==> src/core/fp_round_pkg.sv <==
package fp_round_pkg;
   // ====================================================
   // rounding field encodings
   typedef enum logic [1:0] {
      rnd_nearest = 2'h0,
      rnd_down    = 2'h1,
      rnd_up      = 2'h2,
      rnd_zero    = 2'h3
   } rnd_mode_t;
   localparam logic [1:0] RND_RESET = 2'h0;
   localparam int LEG_RC_LO = 10;
   localparam int SIMD_RC_LO = 13;
   localparam logic [15:0] LEG_CTRL_RESET = 16'h037F;
   localparam logic [31:0] SIMD_CSR_RESET = 32'h0000_1F80;
   // ====================================================
   // destination formats
   typedef enum logic [2:0] {
      fmt_half   = 3'h0,
      fmt_single = 3'h1,
      fmt_double = 3'h2,
      fmt_ext    = 3'h3,
      fmt_int    = 3'h4
   } fmt_t;
   // ====================================================
   // operation classes
   typedef enum logic [2:0] {
      op_arith     = 3'h0,
      op_compare   = 3'h1,
      op_trunc_cvt = 3'h2,
      op_half_cvt  = 3'h3,
      op_half_arith = 3'h4
   } op_t;
   localparam int FRAC_W = 64;
   localparam int EXP_W = 16;
   // indefinite encodings, right aligned in an 80-bit result, one per format, half sharing the single pattern
   localparam logic [79:0] INDEF_SINGLE = 80'h0000_0000_0000_FFC0_0000;
   localparam logic [79:0] INDEF_DOUBLE = 80'h0000_FFF8_0000_0000_0000;
   localparam logic [79:0] INDEF_EXT = 80'hFFFF_C000_0000_0000_0000;
   localparam logic [79:0] INDEF_INT = 80'h0000_0000_0000_8000_0000;
endpackage : fp_round_pkg

==> src/core/fp_rounding_control.sv <==
`timescale 1ns/1ps
module fp_rounding_control (
   input wire logic mclk,
   input wire logic rst_b,
   input wire logic leg_ctrl_we,
   input wire logic [15:0] leg_ctrl_wdata,
   input wire logic simd_csr_we,
   input wire logic [31:0] simd_csr_wdata,
   input wire logic in_valid,
   input wire logic in_simd,
   input wire fp_round_pkg::op_t in_op,
   input wire fp_round_pkg::fmt_t in_fmt,
   input wire logic in_sign,
   input wire logic [fp_round_pkg::EXP_W-1:0] in_exp,
   input wire logic [fp_round_pkg::FRAC_W+2:0] in_mant,
   input wire logic in_sticky,
   input wire logic in_nan,
   input wire logic in_masked_exc,
   output logic [15:0] leg_ctrl_q,
   output logic [31:0] simd_fp_ctrl_status_reg,
   output logic out_valid,
   output logic out_sign,
   output logic [fp_round_pkg::EXP_W-1:0] out_exp,
   output logic [fp_round_pkg::FRAC_W-1:0] out_mant,
   output logic out_indef,
   output logic [79:0] out_indef_bits,
   output logic out_quiet,
   output logic out_half_reject,
   output logic inexact_flag
);
   import fp_round_pkg::*;

   // ====================================================
   // reset synchroniser
   logic rst_m_q, rst_s_q;
   always_ff @(posedge mclk or negedge rst_b) begin
      if (!rst_b) begin
         rst_m_q <= 1'b0;
         rst_s_q <= 1'b0;
      end else begin
         rst_m_q <= 1'b1;
         rst_s_q <= rst_m_q;
      end
   end

   // ====================================================
   // control registers, each field owned by one unit
   logic [31:0] simd_csr_q;
   always_ff @(posedge mclk or negedge rst_s_q) begin
      if (!rst_s_q) begin
         leg_ctrl_q <= LEG_CTRL_RESET;
      end else if (leg_ctrl_we) begin
         leg_ctrl_q <= leg_ctrl_wdata;
      end
   end
   always_ff @(posedge mclk or negedge rst_s_q) begin
      if (!rst_s_q) begin
         simd_csr_q <= SIMD_CSR_RESET;
      end else if (simd_csr_we) begin
         simd_csr_q <= simd_csr_wdata;
      end
   end
   assign simd_fp_ctrl_status_reg = simd_csr_q;

   // ====================================================
   // select the active two-bit field
   rnd_mode_t rounding_select_field;
   always_comb begin
      if (in_op == op_trunc_cvt) begin
         rounding_select_field = rnd_zero;
      end else if (in_simd) begin
         rounding_select_field = rnd_mode_t'(simd_csr_q[SIMD_RC_LO +: 2]);
      end else begin
         rounding_select_field = rnd_mode_t'(leg_ctrl_q[LEG_RC_LO +: 2]);
      end
   end

   // ====================================================
   // increment decision; guard = bit 2, round = bit 1, low bit 0 + sticky
   function automatic logic round_up_f(input rnd_mode_t m, input logic s, input logic lsb,
                                       input logic g, input logic rest);
      unique case (m)
         rnd_nearest: round_up_f = g & (rest | lsb);
         rnd_down: round_up_f = s & (g | rest);
         rnd_up: round_up_f = ~s & (g | rest);
         rnd_zero: round_up_f = 1'b0;
      endcase
   endfunction : round_up_f

   logic guard, rest, lost, inc;
   logic [FRAC_W:0] sum;
   assign guard = in_mant[2];
   assign rest = in_mant[1] | in_mant[0] | in_sticky;
   assign lost = guard | rest;
   assign inc = lost & round_up_f(rounding_select_field, in_sign, in_mant[3], guard, rest);
   assign sum = {1'b0, in_mant[FRAC_W+2:3]} + {{FRAC_W{1'b0}}, inc};

   logic exact_pass, half_bad;
   assign half_bad = (in_op == op_half_arith);
   assign exact_pass = in_nan | (in_op == op_compare) | ~lost;

   function automatic logic [79:0] indef_f(input fmt_t f);
      unique case (f)
         fmt_single, fmt_half: indef_f = INDEF_SINGLE;
         fmt_double: indef_f = INDEF_DOUBLE;
         fmt_ext: indef_f = INDEF_EXT;
         default: indef_f = INDEF_INT;
      endcase
   endfunction : indef_f

   // ====================================================
   // registered result
   always_ff @(posedge mclk or negedge rst_s_q) begin
      if (!rst_s_q) begin
         out_valid <= 1'b0;
         out_sign <= 1'b0;
         out_exp <= '0;
         out_mant <= '0;
         out_indef <= 1'b0;
         out_indef_bits <= '0;
         out_quiet <= 1'b0;
         out_half_reject <= 1'b0;
         inexact_flag <= 1'b0;
      end else begin
         out_valid <= in_valid;
         out_half_reject <= in_valid & half_bad;
         out_indef <= in_valid & in_masked_exc;
         out_indef_bits <= indef_f(in_fmt);
         out_quiet <= in_nan & in_mant[FRAC_W+1];
         out_sign <= in_sign;
         if (exact_pass) begin
            out_exp <= in_exp;
            out_mant <= in_mant[FRAC_W+2:3];
         end else if (sum[FRAC_W]) begin
            out_exp <= in_exp + 16'h0001; // mantissa carried out
            out_mant <= sum[FRAC_W:1];
         end else begin
            out_exp <= in_exp;
            out_mant <= sum[FRAC_W-1:0];
         end
         inexact_flag <= in_valid & ~exact_pass & ~in_masked_exc;
      end
   end
endmodule : fp_rounding_control

==> config.mk <==
export PLATFORM = sky130hd
export DESIGN_NAME = fp_rounding_control
export DESIGN_NICKNAME = d
export VERILOG_FILES = /design/src/core/fp_round_pkg.sv /design/src/core/fp_rounding_control.sv
export SDC_FILE = /design/constraint.sdc
export NUM_CORES = 1
export LEC_CHECK = 0
export ABC_AREA = 1
export CELL_PAD_IN_SITES_DETAIL_PLACEMENT = 1
export CELL_PAD_IN_SITES_GLOBAL_PLACEMENT = 2
export CORE_ASPECT_RATIO = 1.75
export CORE_MARGIN = 3
export CORE_UTILIZATION = 37
export CTS_CLUSTER_SIZE = 16
export DETAILED_ROUTE_END_ITERATION = 8
export DONT_BUFFER_PORTS = 1
export PLACE_DENSITY = 0.87
export RECOVER_POWER = 25
export SLEW_MARGIN = 40
export SYNTH_ARGS = -nofsm -noshare
export SYNTH_HDL_FRONTEND = slang
export SYNTH_SLANG_ARGS = --single-unit
export TNS_END_PERCENT = 1
==> constraint.sdc <==
create_clock -name mclk -period 10.55 [get_ports mclk]
set_input_delay 0.5275 -clock mclk [delete_from_list [all_inputs] [get_ports mclk]]
set_output_delay 0.5275 -clock mclk [all_outputs]
set_load 0.05 [all_outputs]
==> results of run 1 <==
==> layout make-up <==
class	instances	area (µm²)
clock inverter	13	130.1
inverter	74	277.8
fill	2715	12920
multi-input combinational	787	3867
timing repair buffer	10	117.6
antenna	2	5.005
tap	292	365.4
clock buffer	19	432.9
sequential	141	3558
==> power by group through the flow <==
stage | registers, mW | logic [mW] | clock network, mW
2_1_floorplan | 0.799 | 0.167 | 0
3_3_place_gp | 0.823 | 0.166 | 0
3_5_place_dp | 0.824 | 0.172 | 0
4_1_cts | 0.814 | 0.172 | 0.596
5_1_grt | 0.810 | 0.193 | 0.621
6_report | 0.806 | 0.172 | 0.580
==> worst max-delay path by stage <==
| stage | cells past startpoint | slack (ns) | end |
|---|---|---|---|
| 2_1_floorplan | 0 | 6.36 | inexact_flag |
| 3_3_place_gp | 21 | 6.48 | out_mant[5] |
| 3_5_place_dp | 21 | 6.41 | out_mant[5] |
| 4_1_cts | 21 | 6.38 | out_mant[5] |
| 5_1_grt | 21 | 6.02 | out_mant[15] |
| 6_report | 21 | 6.44 | out_mant[5] |
==> cells by family after synthesis <==
kind of cell / Yosys count
buf+inv: 175
compound gates: 48
other cells: 2
xor+xnor: 51
fa+ha+maj: 5
mux: 47
flops: 141
simple gates: 594
==> worst max-delay path, stage by stage (launching register included) <==
cell	delay (ns)
dfrtp_1	0.61
nand2_1	0.16
inv_1	0.05
a211oi_1	0.28
inv_1	0.08
ha_1	0.20
xnor2_1	0.12
nor2_1	0.07
o21ai_0	0.07
a21oi_1	0.12
ha_1	0.21
ha_1	0.22
inv_1	0.07
nor2_1	0.13
nand2_2	0.12
nor2_4	0.23
nand2_4	0.10
nor2_4	0.45
nor2_4	0.03
buf_4	0.33
inv_2	0.21
o22ai_1	0.09
==> metrics by stage <==
| stage | worst slack (ns) | instance area [µm²] | instances | power [mW] |
|---|---|---|---|---|
| after CTS | 6.381 | 8750 | 1335 | 1.582 |
| after detailed placement | 6.406 | 8177 | 1302 | 0.9956 |
| after floorplan | 6.357 | 8389 | 1103 | 0.9660 |
| final | 6.443 | 8755 | 1338 | 1.559 |
| after global placement | 6.481 | 8173 | 1302 | 0.9889 |
| after global routing | 6.015 | 8752 | 1337 | 1.624 |
==> metal layers <==
layer,GRT usage (%),vias to the layer above
li1,-,3137
met1,22.08,3278
met2,51.09,294
met3,9.489,49
met4,9.780,4
met5,0,-
==> synthesized netlist by cell type, types with 3 or more instances <==
cell and n:
nor2_1 146, dfrtp_1 126, buf_4 77, o21ai_0 34, inv_2 4, xnor2_1 27, nand4_1 9, buf_2 4
nor3_1 10, buf_6 5, dfstp_2 15, xor2_1 24, clkbuf_1 11, nor2_2 3, inv_1 70, nand2_1 357
nand3_1 58, buf_1 4, o22ai_1 3, ha_1 5, mux2_2 47
==> results.yml, run 1 <==
clock_tree:
  cts_buffers: 17
  root_buffer: "clkbuf_16"
  clk_latency_ns: 0.43
  cts_sinks: 141
  cts_tree: "yes"
  cts.hold.buffers_added: 1
  cts.repair.resized: 0
  max-clock-path-buffers: 2
  htreeDepth: 4
  path_clk_slew_ns: 0.06
  postCtsSetupRepairBufs: 0
worst_setup_path:
  cp-start-kind: "register"
  r2r-start: "simd_fp_ctrl_status_reg[14]"
  reg2reg_slack_ns: 6.44
  worstSetupEndpointType: "register"
  critPathRequiredTime_ns: 10.84
  path_max_fanout: 56
  crit_arrival_ns: 4.39
  rr_worst_depth: 21
  worstReg2RegEnd: "out_mant[5]"
  critPathKind: "reg -> reg"
  critPathLaunch: "simd_fp_ctrl_status_reg[14]"
floorplanning:
  start_util_pct: 38.01
  die_area_um2: 24170
  die_h_um: 203.4
  rows: 71
  core_area_um2: 21680
  die_w_um: 118.8
  ios: 361
timing:
  clock.fmax_mhz: 243.5
  finalCriticalPeriod_ns: 4.107
  slew_viol_final: 37
  slew_headroom_pct: -53.86
  fin_skew_ns: 0.01401
  period_share_pct: 38.93
  timing.setup.tns_ns: 0
  rsz0062_at_grt: "no"
  hold_slack_ns: 0.1264
  finalSetupViolCount: 0
  worstMarginPinSlew_ns: 2.308
  hold_viol_final: 0
global_routing:
  grt_pass1_wl_um: 45330
  grt_max_degree: 82
  antenna_found_initial: 3
  grt-ovfl-total: 0
  grt_pass1_vias: 7242
  grt.total_usage_pct: 25.42
placement:
  portBuffers: 0
  dp_hpwl_um: 25540
  gp_congestion: 0.9124
power_and_ir_drop:
  seqPwrFrac_pct: 51.7
  power.net_switching_uw: 588.5
  powerDensity_nw_per_um2: 178.1
  swShare_pct: 37.75
  p_comb_share_pct: 11.1
  p_leak_nw: 3.956
  ir_worst_vdd_uv: 99.97
  p_int_uw: 970.3
  p_clk_share_pct: 37.2
detailed_routing:
  wl_met2_um: 17730
  wl_met1_um: 9111
  top_layer_used: "met5"
  drtIter0Drc: 230
  drt-pass1-iter-count: 4
  ant_nets: 0
  wl_met3_um: 2699
  drt_wl_total_um: 30660
  routedWlPerCell_um: 22.91
  vias_per_cell: 5.054
  vias: 6762
  drc: 0
logic_synthesis:
  synth-simple-area-share_pct: 29.05
  ys_async_sr_fraction_pct: 100.0
  yosys_warnings: 0
  synthCells: 1063
  synth-seq-cells: 141
  synth_cell_types: 35
  synthXorXnorAreaFrac_pct: 5.421
  yosys.area.top_type: "dfrtp_1"
  synth-adder-area-share_pct: 0.7593
  synth_top_area_share_pct: 38.27
  synth-compound-area-share_pct: 3.204
  synth_ff_type: "dfrtp_1"
  synth.yosys.seq_area_share_pct: 43.05
  synth_area_leaders: "dfrtp_1 38%, nand2_1 16%, buf_4 7.0%"
  synth_edf_count: 0
  synth.area.mux_share_pct: 6.424
  synth_top_family_by_area: "simple AND/OR/NAND/NOR gates"
  syn_area_um2: 8239
  avgSynthCellArea_um2: 7.751
outcome:
  run_status: "finished, violations left"
  violations: "max-capacitance violations, max-slew violations"
hold_path:
  holdPathEnd: "out_valid"
  hold_class: "in -> reg"
  holdPathStages: 0
  hp-start: "in_valid"
finish:
  area_growth_pct: 6.257
  finalNetCount: 1183
  final_cell_mix: "357 x nand2_1, 145 x nor2_1, 123 x dfrtp_1, 69 x inv_1, 58 x nand3_1"
  drive_gt1_share_pct: 9.962
  utilization_pct: 40.39
  largest_reg_flops: 64
  mostFrequentLayoutCell: "nand2_1"
job:
  cap_viol_max_count: 1
No activity file was read; power rests on OpenSTA's default activity.
==> run 2, diff against run 1 <==
Settings changed: ABC_AREA 1 to 0, PLACE_DENSITY 0.87 to 0.83.
Clock period 10.55 ns to 4.3 ns, I/O delays scaled along.
==> run 2 against run 1 <==
  * Global-route usage grew 5.3 points
  * Critical path depth is 5 lower
  * Sequential share of layout area down 5.3 points
  * Synthesized cell count fell by 27%
  * Design area up 15%
  * Worst hold slack worse by 0.12 ns
  * The flow still finishes with violations (max-capacitance violations, max-slew violations)
  * Critical endpoint is now out_mant[11]
  * Flip-flop and latch count stayed put
  * Setup slack worse by 6.3 ns
  * Clock power grew to 2.7 times the previous value
==> results.yml, run 2 <==
floorplanning:
  die_w_um: 114.7
  ios: 361
  core_area_um2: 20290
  rows: 69
  die_area_um2: 22500
  die_h_um: 196.2
  start_util_pct: 37.70
finish:
  final_cell_mix: "173 x dlygate4sd3_1, 122 x dfrtp_1, 61 x nand2_1, 49 x mux2_2, 42 x conb_1"
  area_growth_pct: 31.74
  finalNetCount: 1084
  final_area_um2: 10080
  mostFrequentLayoutCell: "dlygate4sd3_1"
  largest_reg_flops: 64
  drive_gt1_share_pct: 15.98
logic_synthesis:
  synth_ff_type: "dfrtp_1"
  synthCells: 777
  avgSynthCellArea_um2: 9.844
  synth_top_area_share_pct: 41.22
  syn_area_um2: 7649
  synth_edf_count: 0
  yosys_warnings: 0
  synth_cell_types: 61
  synth.yosys.seq_area_share_pct: 46.38
  synth_area_leaders: "dfrtp_1 41%, buf_4 7.6%, mux2_2 7.2%"
  synthMostInstantiatedCell: "dfrtp_1"
  synth-seq-cells: 141
  yosys.area.top_type: "dfrtp_1"
  ys_async_sr_fraction_pct: 100.0
  synth_common_cells: "126 x dfrtp_1, 77 x buf_4, 61 x nand2_1"
clock_tree:
  path_clk_slew_ns: 0.07
  root_buffer: "clkbuf_16"
  cts_sinks: 141
  max-clock-path-buffers: 2
  cts_buffers: 17
  cts_tree: "yes"
  postCtsSetupRepairBufs: 0
  htreeDepth: 4
  clk_latency_ns: 0.42
worst_setup_path:
  path_max_fanout: 20
  crit_path_top_delay_cell: "dlygate4sd3_1"
  r2r-start: "leg_ctrl_q[11]"
  max_stage_delay_ns: 0.56
  critPathKind: "reg -> reg"
  critPathRequiredTime_ns: 4.60
  critPathLaunch: "leg_ctrl_q[11]"
  rr_worst_depth: 16
  path_buf_inv: 2
  worstSetupEndpointType: "register"
  reg2reg_slack_ns: 0.18
  worstReg2RegEnd: "out_mant[11]"
  cp_num_cells: 16
  crit_family: "simple AND/OR/NAND/NOR gates"
  crit_arrival_ns: 4.42
  cp-start-kind: "register"
  crit_chain: "nor2b_1, a211o_1, ha_1, xnor2_1, nor2_1, o22ai_1, a31oi_1, ha_1, ha_1, and3_1, nand3_1, nor3_1, buf_4, a31o_4, o41ai_1, dlygate4sd3_1"
  cpMostUsedCell: "ha_1"
power_and_ir_drop:
  total_power_mw: 3.970
  p_leak_nw: 4.027
  powerDensity_nw_per_um2: 394.0
  ir_worst_vdd_uv: 255.7
global_routing:
  grt.total_usage_pct: 30.72
  grt_pass1_vias: 8017
  grt-ovfl-total: 0
  grt_pass1_wl_um: 51220
  grt_max_degree: 64
  antenna_found_initial: 2
hold_path:
  holdPathStages: 2
  hold_class: "in -> reg"
  holdPathEnd: "out_mant[51]"
  hp-start: "in_mant[54]"
detailed_routing:
  ant_nets: 0
  vias_per_cell: 5.855
  drt-pass1-iter-count: 4
  drt_wl_total_um: 34960
  vias: 6997
  wl_met2_um: 19750
  drtIter0Drc: 391
  wl_met3_um: 2831
  wl_met1_um: 10370
  routedWlPerCell_um: 29.25
  top_layer_used: "met4"
  drc: 0
timing:
  slew_headroom_pct: -56.80
  slew_viol_final: 107
  rsz0062_at_grt: "no"
  finalCriticalPeriod_ns: 4.119
  clock.fmax_mhz: 242.8
  timing.setup.tns_ns: 0
  worstMarginPinSlew_ns: 2.352
  period_share_pct: 95.79
  fin_skew_ns: 0.01297
  finalSetupViolCount: 0
  hold_viol_final: 0
placement:
  gp_congestion: 0.9442
  dp_hpwl_um: 23730
  dpl_cell_area_um2: 7751
  portBuffers: 0
outcome:
  run_status: "finished, violations left"
  violations: "max-capacitance violations, max-slew violations"
job:
  cap_viol_max_count: 2
==> run 2: layer usage <==
layer,track usage [%],vias up
met2,58.78,367
li1,-,3009
met1,27.07,3515
met5,0,-
met4,17.53,0
met3,9.691,106
==> run 2: worst max-delay path by stage <==
stage                        end
floorplan           inexact_flag
global placement     out_exp[13]
detailed placement   out_exp[13]
CTS                 out_mant[11]
global route        out_mant[11]
finish              out_mant[11]
==> run 2: per-stage QoR <==
step                      util [%]  setup slack (ns)  hold WS, ns  instances
final                        49.66            0.1812     0.008433       1195
after floorplan                  -            0.1068     -0.08059        817
after detailed placement     38.21            0.4098     -0.08034        988
after global placement       37.98            0.5286     -0.08035        986
after CTS                    49.79           0.06040    0.0003262       1193
after global routing         49.66          0.009462     0.009692       1195
==> run 2: logic make-up (layout without fill, tap and decap cells) <==
family,after synthesis,count (layout),synth area share (%)
and+or+nand+nor,296,296,21.66
adders and majority gates,5,5,0.8179
other,2,44,0.09819
DFF,141,141,46.38
buffers and inverters,127,255,10.16
xor gates and xnor gates,24,24,2.748
muxes,52,52,7.607
AOI/OAI and AO/OA,130,130,10.54
==> run 2: cell type report <==
cell class / count / area (µm²)
multi-input cells: 549 / 3512
diodes: 2 / 5.005
inverters: 18 / 67.56
well taps: 248 / 310.3
clock inverters: 15 / 193.9
clock buffers: 17 / 425.4
flip-flops and latches: 141 / 3560
repair buffers: 205 / 2002
fillers: 2214 / 10210
==> run 2: repair_timing <==
| action | in CTS | in global routing |
|---|---|---|
| endpoints found under the hold margin | 123 | 0 |
| hold buffers | 173 | 0 |
| gates resized for setup | 0 | 3 |
| endpoints found under the setup margin | 0 | 10 |
==> run 2: report_power, final <==
group | switching [mW] | total [mW] | internal, mW | leakage (nW)
clock | 0.671 | 1.56 | 0.887 | 0.297
sequential | 0.424 | 1.85 | 1.43 | 1.63
combinational | 0.320 | 0.561 | 0.240 | 2.10
==> run 3, diff against run 2 <==
Settings changed: REMOVE_ABC_BUFFERS set to 1.
==> run 3 against run 2 <==
  * The flow now finishes without violations
  * Fmax is 2.1% higher
  * Worst hold slack better by 0.0075 ns
  * Combinational power is 2% higher
  * Count of clock-buffer cells in the layout is 1 higher
  * Design area hardly changed
  * Flip-flop and latch count stayed put
  * Setup slack better by 0.083 ns
  * Die area stayed put
  * Wire length is 2.0% higher
  * First-iteration DRC count is 3.6% higher
  * Clock power is 3% lower
  * Global-route usage is 0.97 points higher
  * Critical path type unchanged
  * Largest cell class unchanged
  * Largest power group unchanged
==> results.yml, run 3 (synthesis gave the netlist of run 2 again) <==
outcome:
  run_status: "complete, no violations"
clock_tree:
  cts_tree: "yes"
  cts_sinks: 141
  path_clk_slew_ns: 0.07
  clk_latency_ns: 0.43
  max-clock-path-buffers: 2
  htreeDepth: 4
  cts_buffers: 17
  root_buffer: "clkbuf_16"
timing:
  finalSetupViolCount: 0
  rsz0062_at_grt: "no"
  slew_viol_final: 0
  hold_slack_ns: 0.01590
  finalCriticalPeriod_ns: 4.036
  clock.fmax_mhz: 247.8
  fin_skew_ns: 0.01574
  slew_headroom_pct: 1.878
  period_share_pct: 93.86
  setup_slack_ns: 0.2640
  timing.setup.tns_ns: 0
  hold_viol_final: 0
  worstMarginPinSlew_ns: 1.472
hold_path:
  hold_class: "in -> reg"
  hp-start: "in_mant[36]"
placement:
  gp_congestion: 0.9334
  dp_hpwl_um: 23260
  portBuffers: 0
  post-place-ws_ns: 0.2168
  dpl_cell_area_um2: 7712
  dp_cells: 986
worst_setup_path:
  crit_arrival_ns: 4.35
  worstSetupEndpointType: "register"
  path_max_fanout: 5
  cp-start-kind: "register"
  critPathRequiredTime_ns: 4.61
  critPathLaunch: "leg_ctrl_q[10]"
  r2r-start: "leg_ctrl_q[10]"
  critPathKind: "reg -> reg"
power_and_ir_drop:
  total_power_mw: 3.940
  powerDensity_nw_per_um2: 390.7
  ir_worst_vdd_uv: 269.1
  p_leak_nw: 4.031
job:
  cap_viol_max_count: 0
global_routing:
  grt.total_usage_pct: 31.69
  grt_max_degree: 47
  grt_pass1_wl_um: 52480
  grt_pass1_vias: 7972
  antenna_found_initial: 1
  grt-ovfl-total: 0
detailed_routing:
  drt-pass1-iter-count: 4
  vias_per_cell: 5.875
  ant_nets: 0
  drt_wl_total_um: 35640
  vias: 7026
  routedWlPerCell_um: 29.80
  drtIter0Drc: 405
  drc: 0
floorplanning:
  rows: 69
  die_area_um2: 22500
  ios: 361
  start_util_pct: 37.70
  die_h_um: 196.2
  core_area_um2: 20290
  die_w_um: 114.7
finish:
  mostFrequentLayoutCell: "dlygate4sd3_1"
  final_cell_mix: "176 x dlygate4sd3_1, 123 x dfrtp_1, 61 x nand2_1, 49 x mux2_2, 42 x conb_1"
  fin_cells: 1196
  final_area_um2: 10080
  fill_cells: 2197
  drive_gt1_share_pct: 15.84
  largest_reg_flops: 64
  finalNetCount: 1086
  utilization_pct: 49.71
  area_growth_pct: 31.85
## run 3: power breakdown
part	internal, mW	switching, mW
logic	0.242	0.329
registers	1.43	0.424
clock network	0.835	0.683
## run 3: what timing repair did
action                     CTS  global route
setup endpoints to repair    0            44
buffers inserted             0             0
hold endpoints to repair   126             0
resized for setup            0             5
hold buffers               176             0
## run 3: final cells by class
| class | instances | area (µm²) | share of cell area, % |
|---|---|---|---|
| diodes | 1 | 2.502 | 0.02481 |
| clock buffers | 18 | 439.2 | 4.355 |
| clock inverters | 14 | 150.1 | 1.489 |
| inverters | 18 | 67.56 | 0.6700 |
| multi-input cells | 549 | 3520 | 34.90 |
| flip-flops and latches | 141 | 3556 | 35.26 |
| well taps | 248 | 310.3 | 3.077 |
| repair buffers | 207 | 2039 | 20.22 |
## run 3: metal layers
layer  wire, µm  GRT usage [%]
met1      11090          29.82
met2      19550          59.32
met3       2751          8.889
met4       2257          18.14
met5          0              0
## run 3: final timing paths
path                            slack [ns]  cells after the start           end
worst max-delay path                  0.26                     16  out_mant[26]
worst min-delay path                  0.02                      2  out_mant[33]
worst max register to register        0.26                     16  out_mant[26]
worst min register to register        0.36                      0       rst_s_q
max in group asynchronous             1.75                      1  out_mant[30]
min in group asynchronous             0.54                      2       rst_s_q
## run 3: critical path, stage by stage (launching register included)
cell	delay [ns]
dfrtp_1	0.43
nor2b_1	0.18
a211oi_2	0.23
ha_1	0.27
xnor2_1	0.14
nor2_1	0.12
o22ai_1	0.09
a31oi_1	0.17
ha_1	0.22
ha_1	0.23
and3_1	0.27
and2_1	0.22
nand3_1	0.20
a2111oi_0	0.75
buf_4	0.22
a21o_1	0.14
nor2_1	0.04
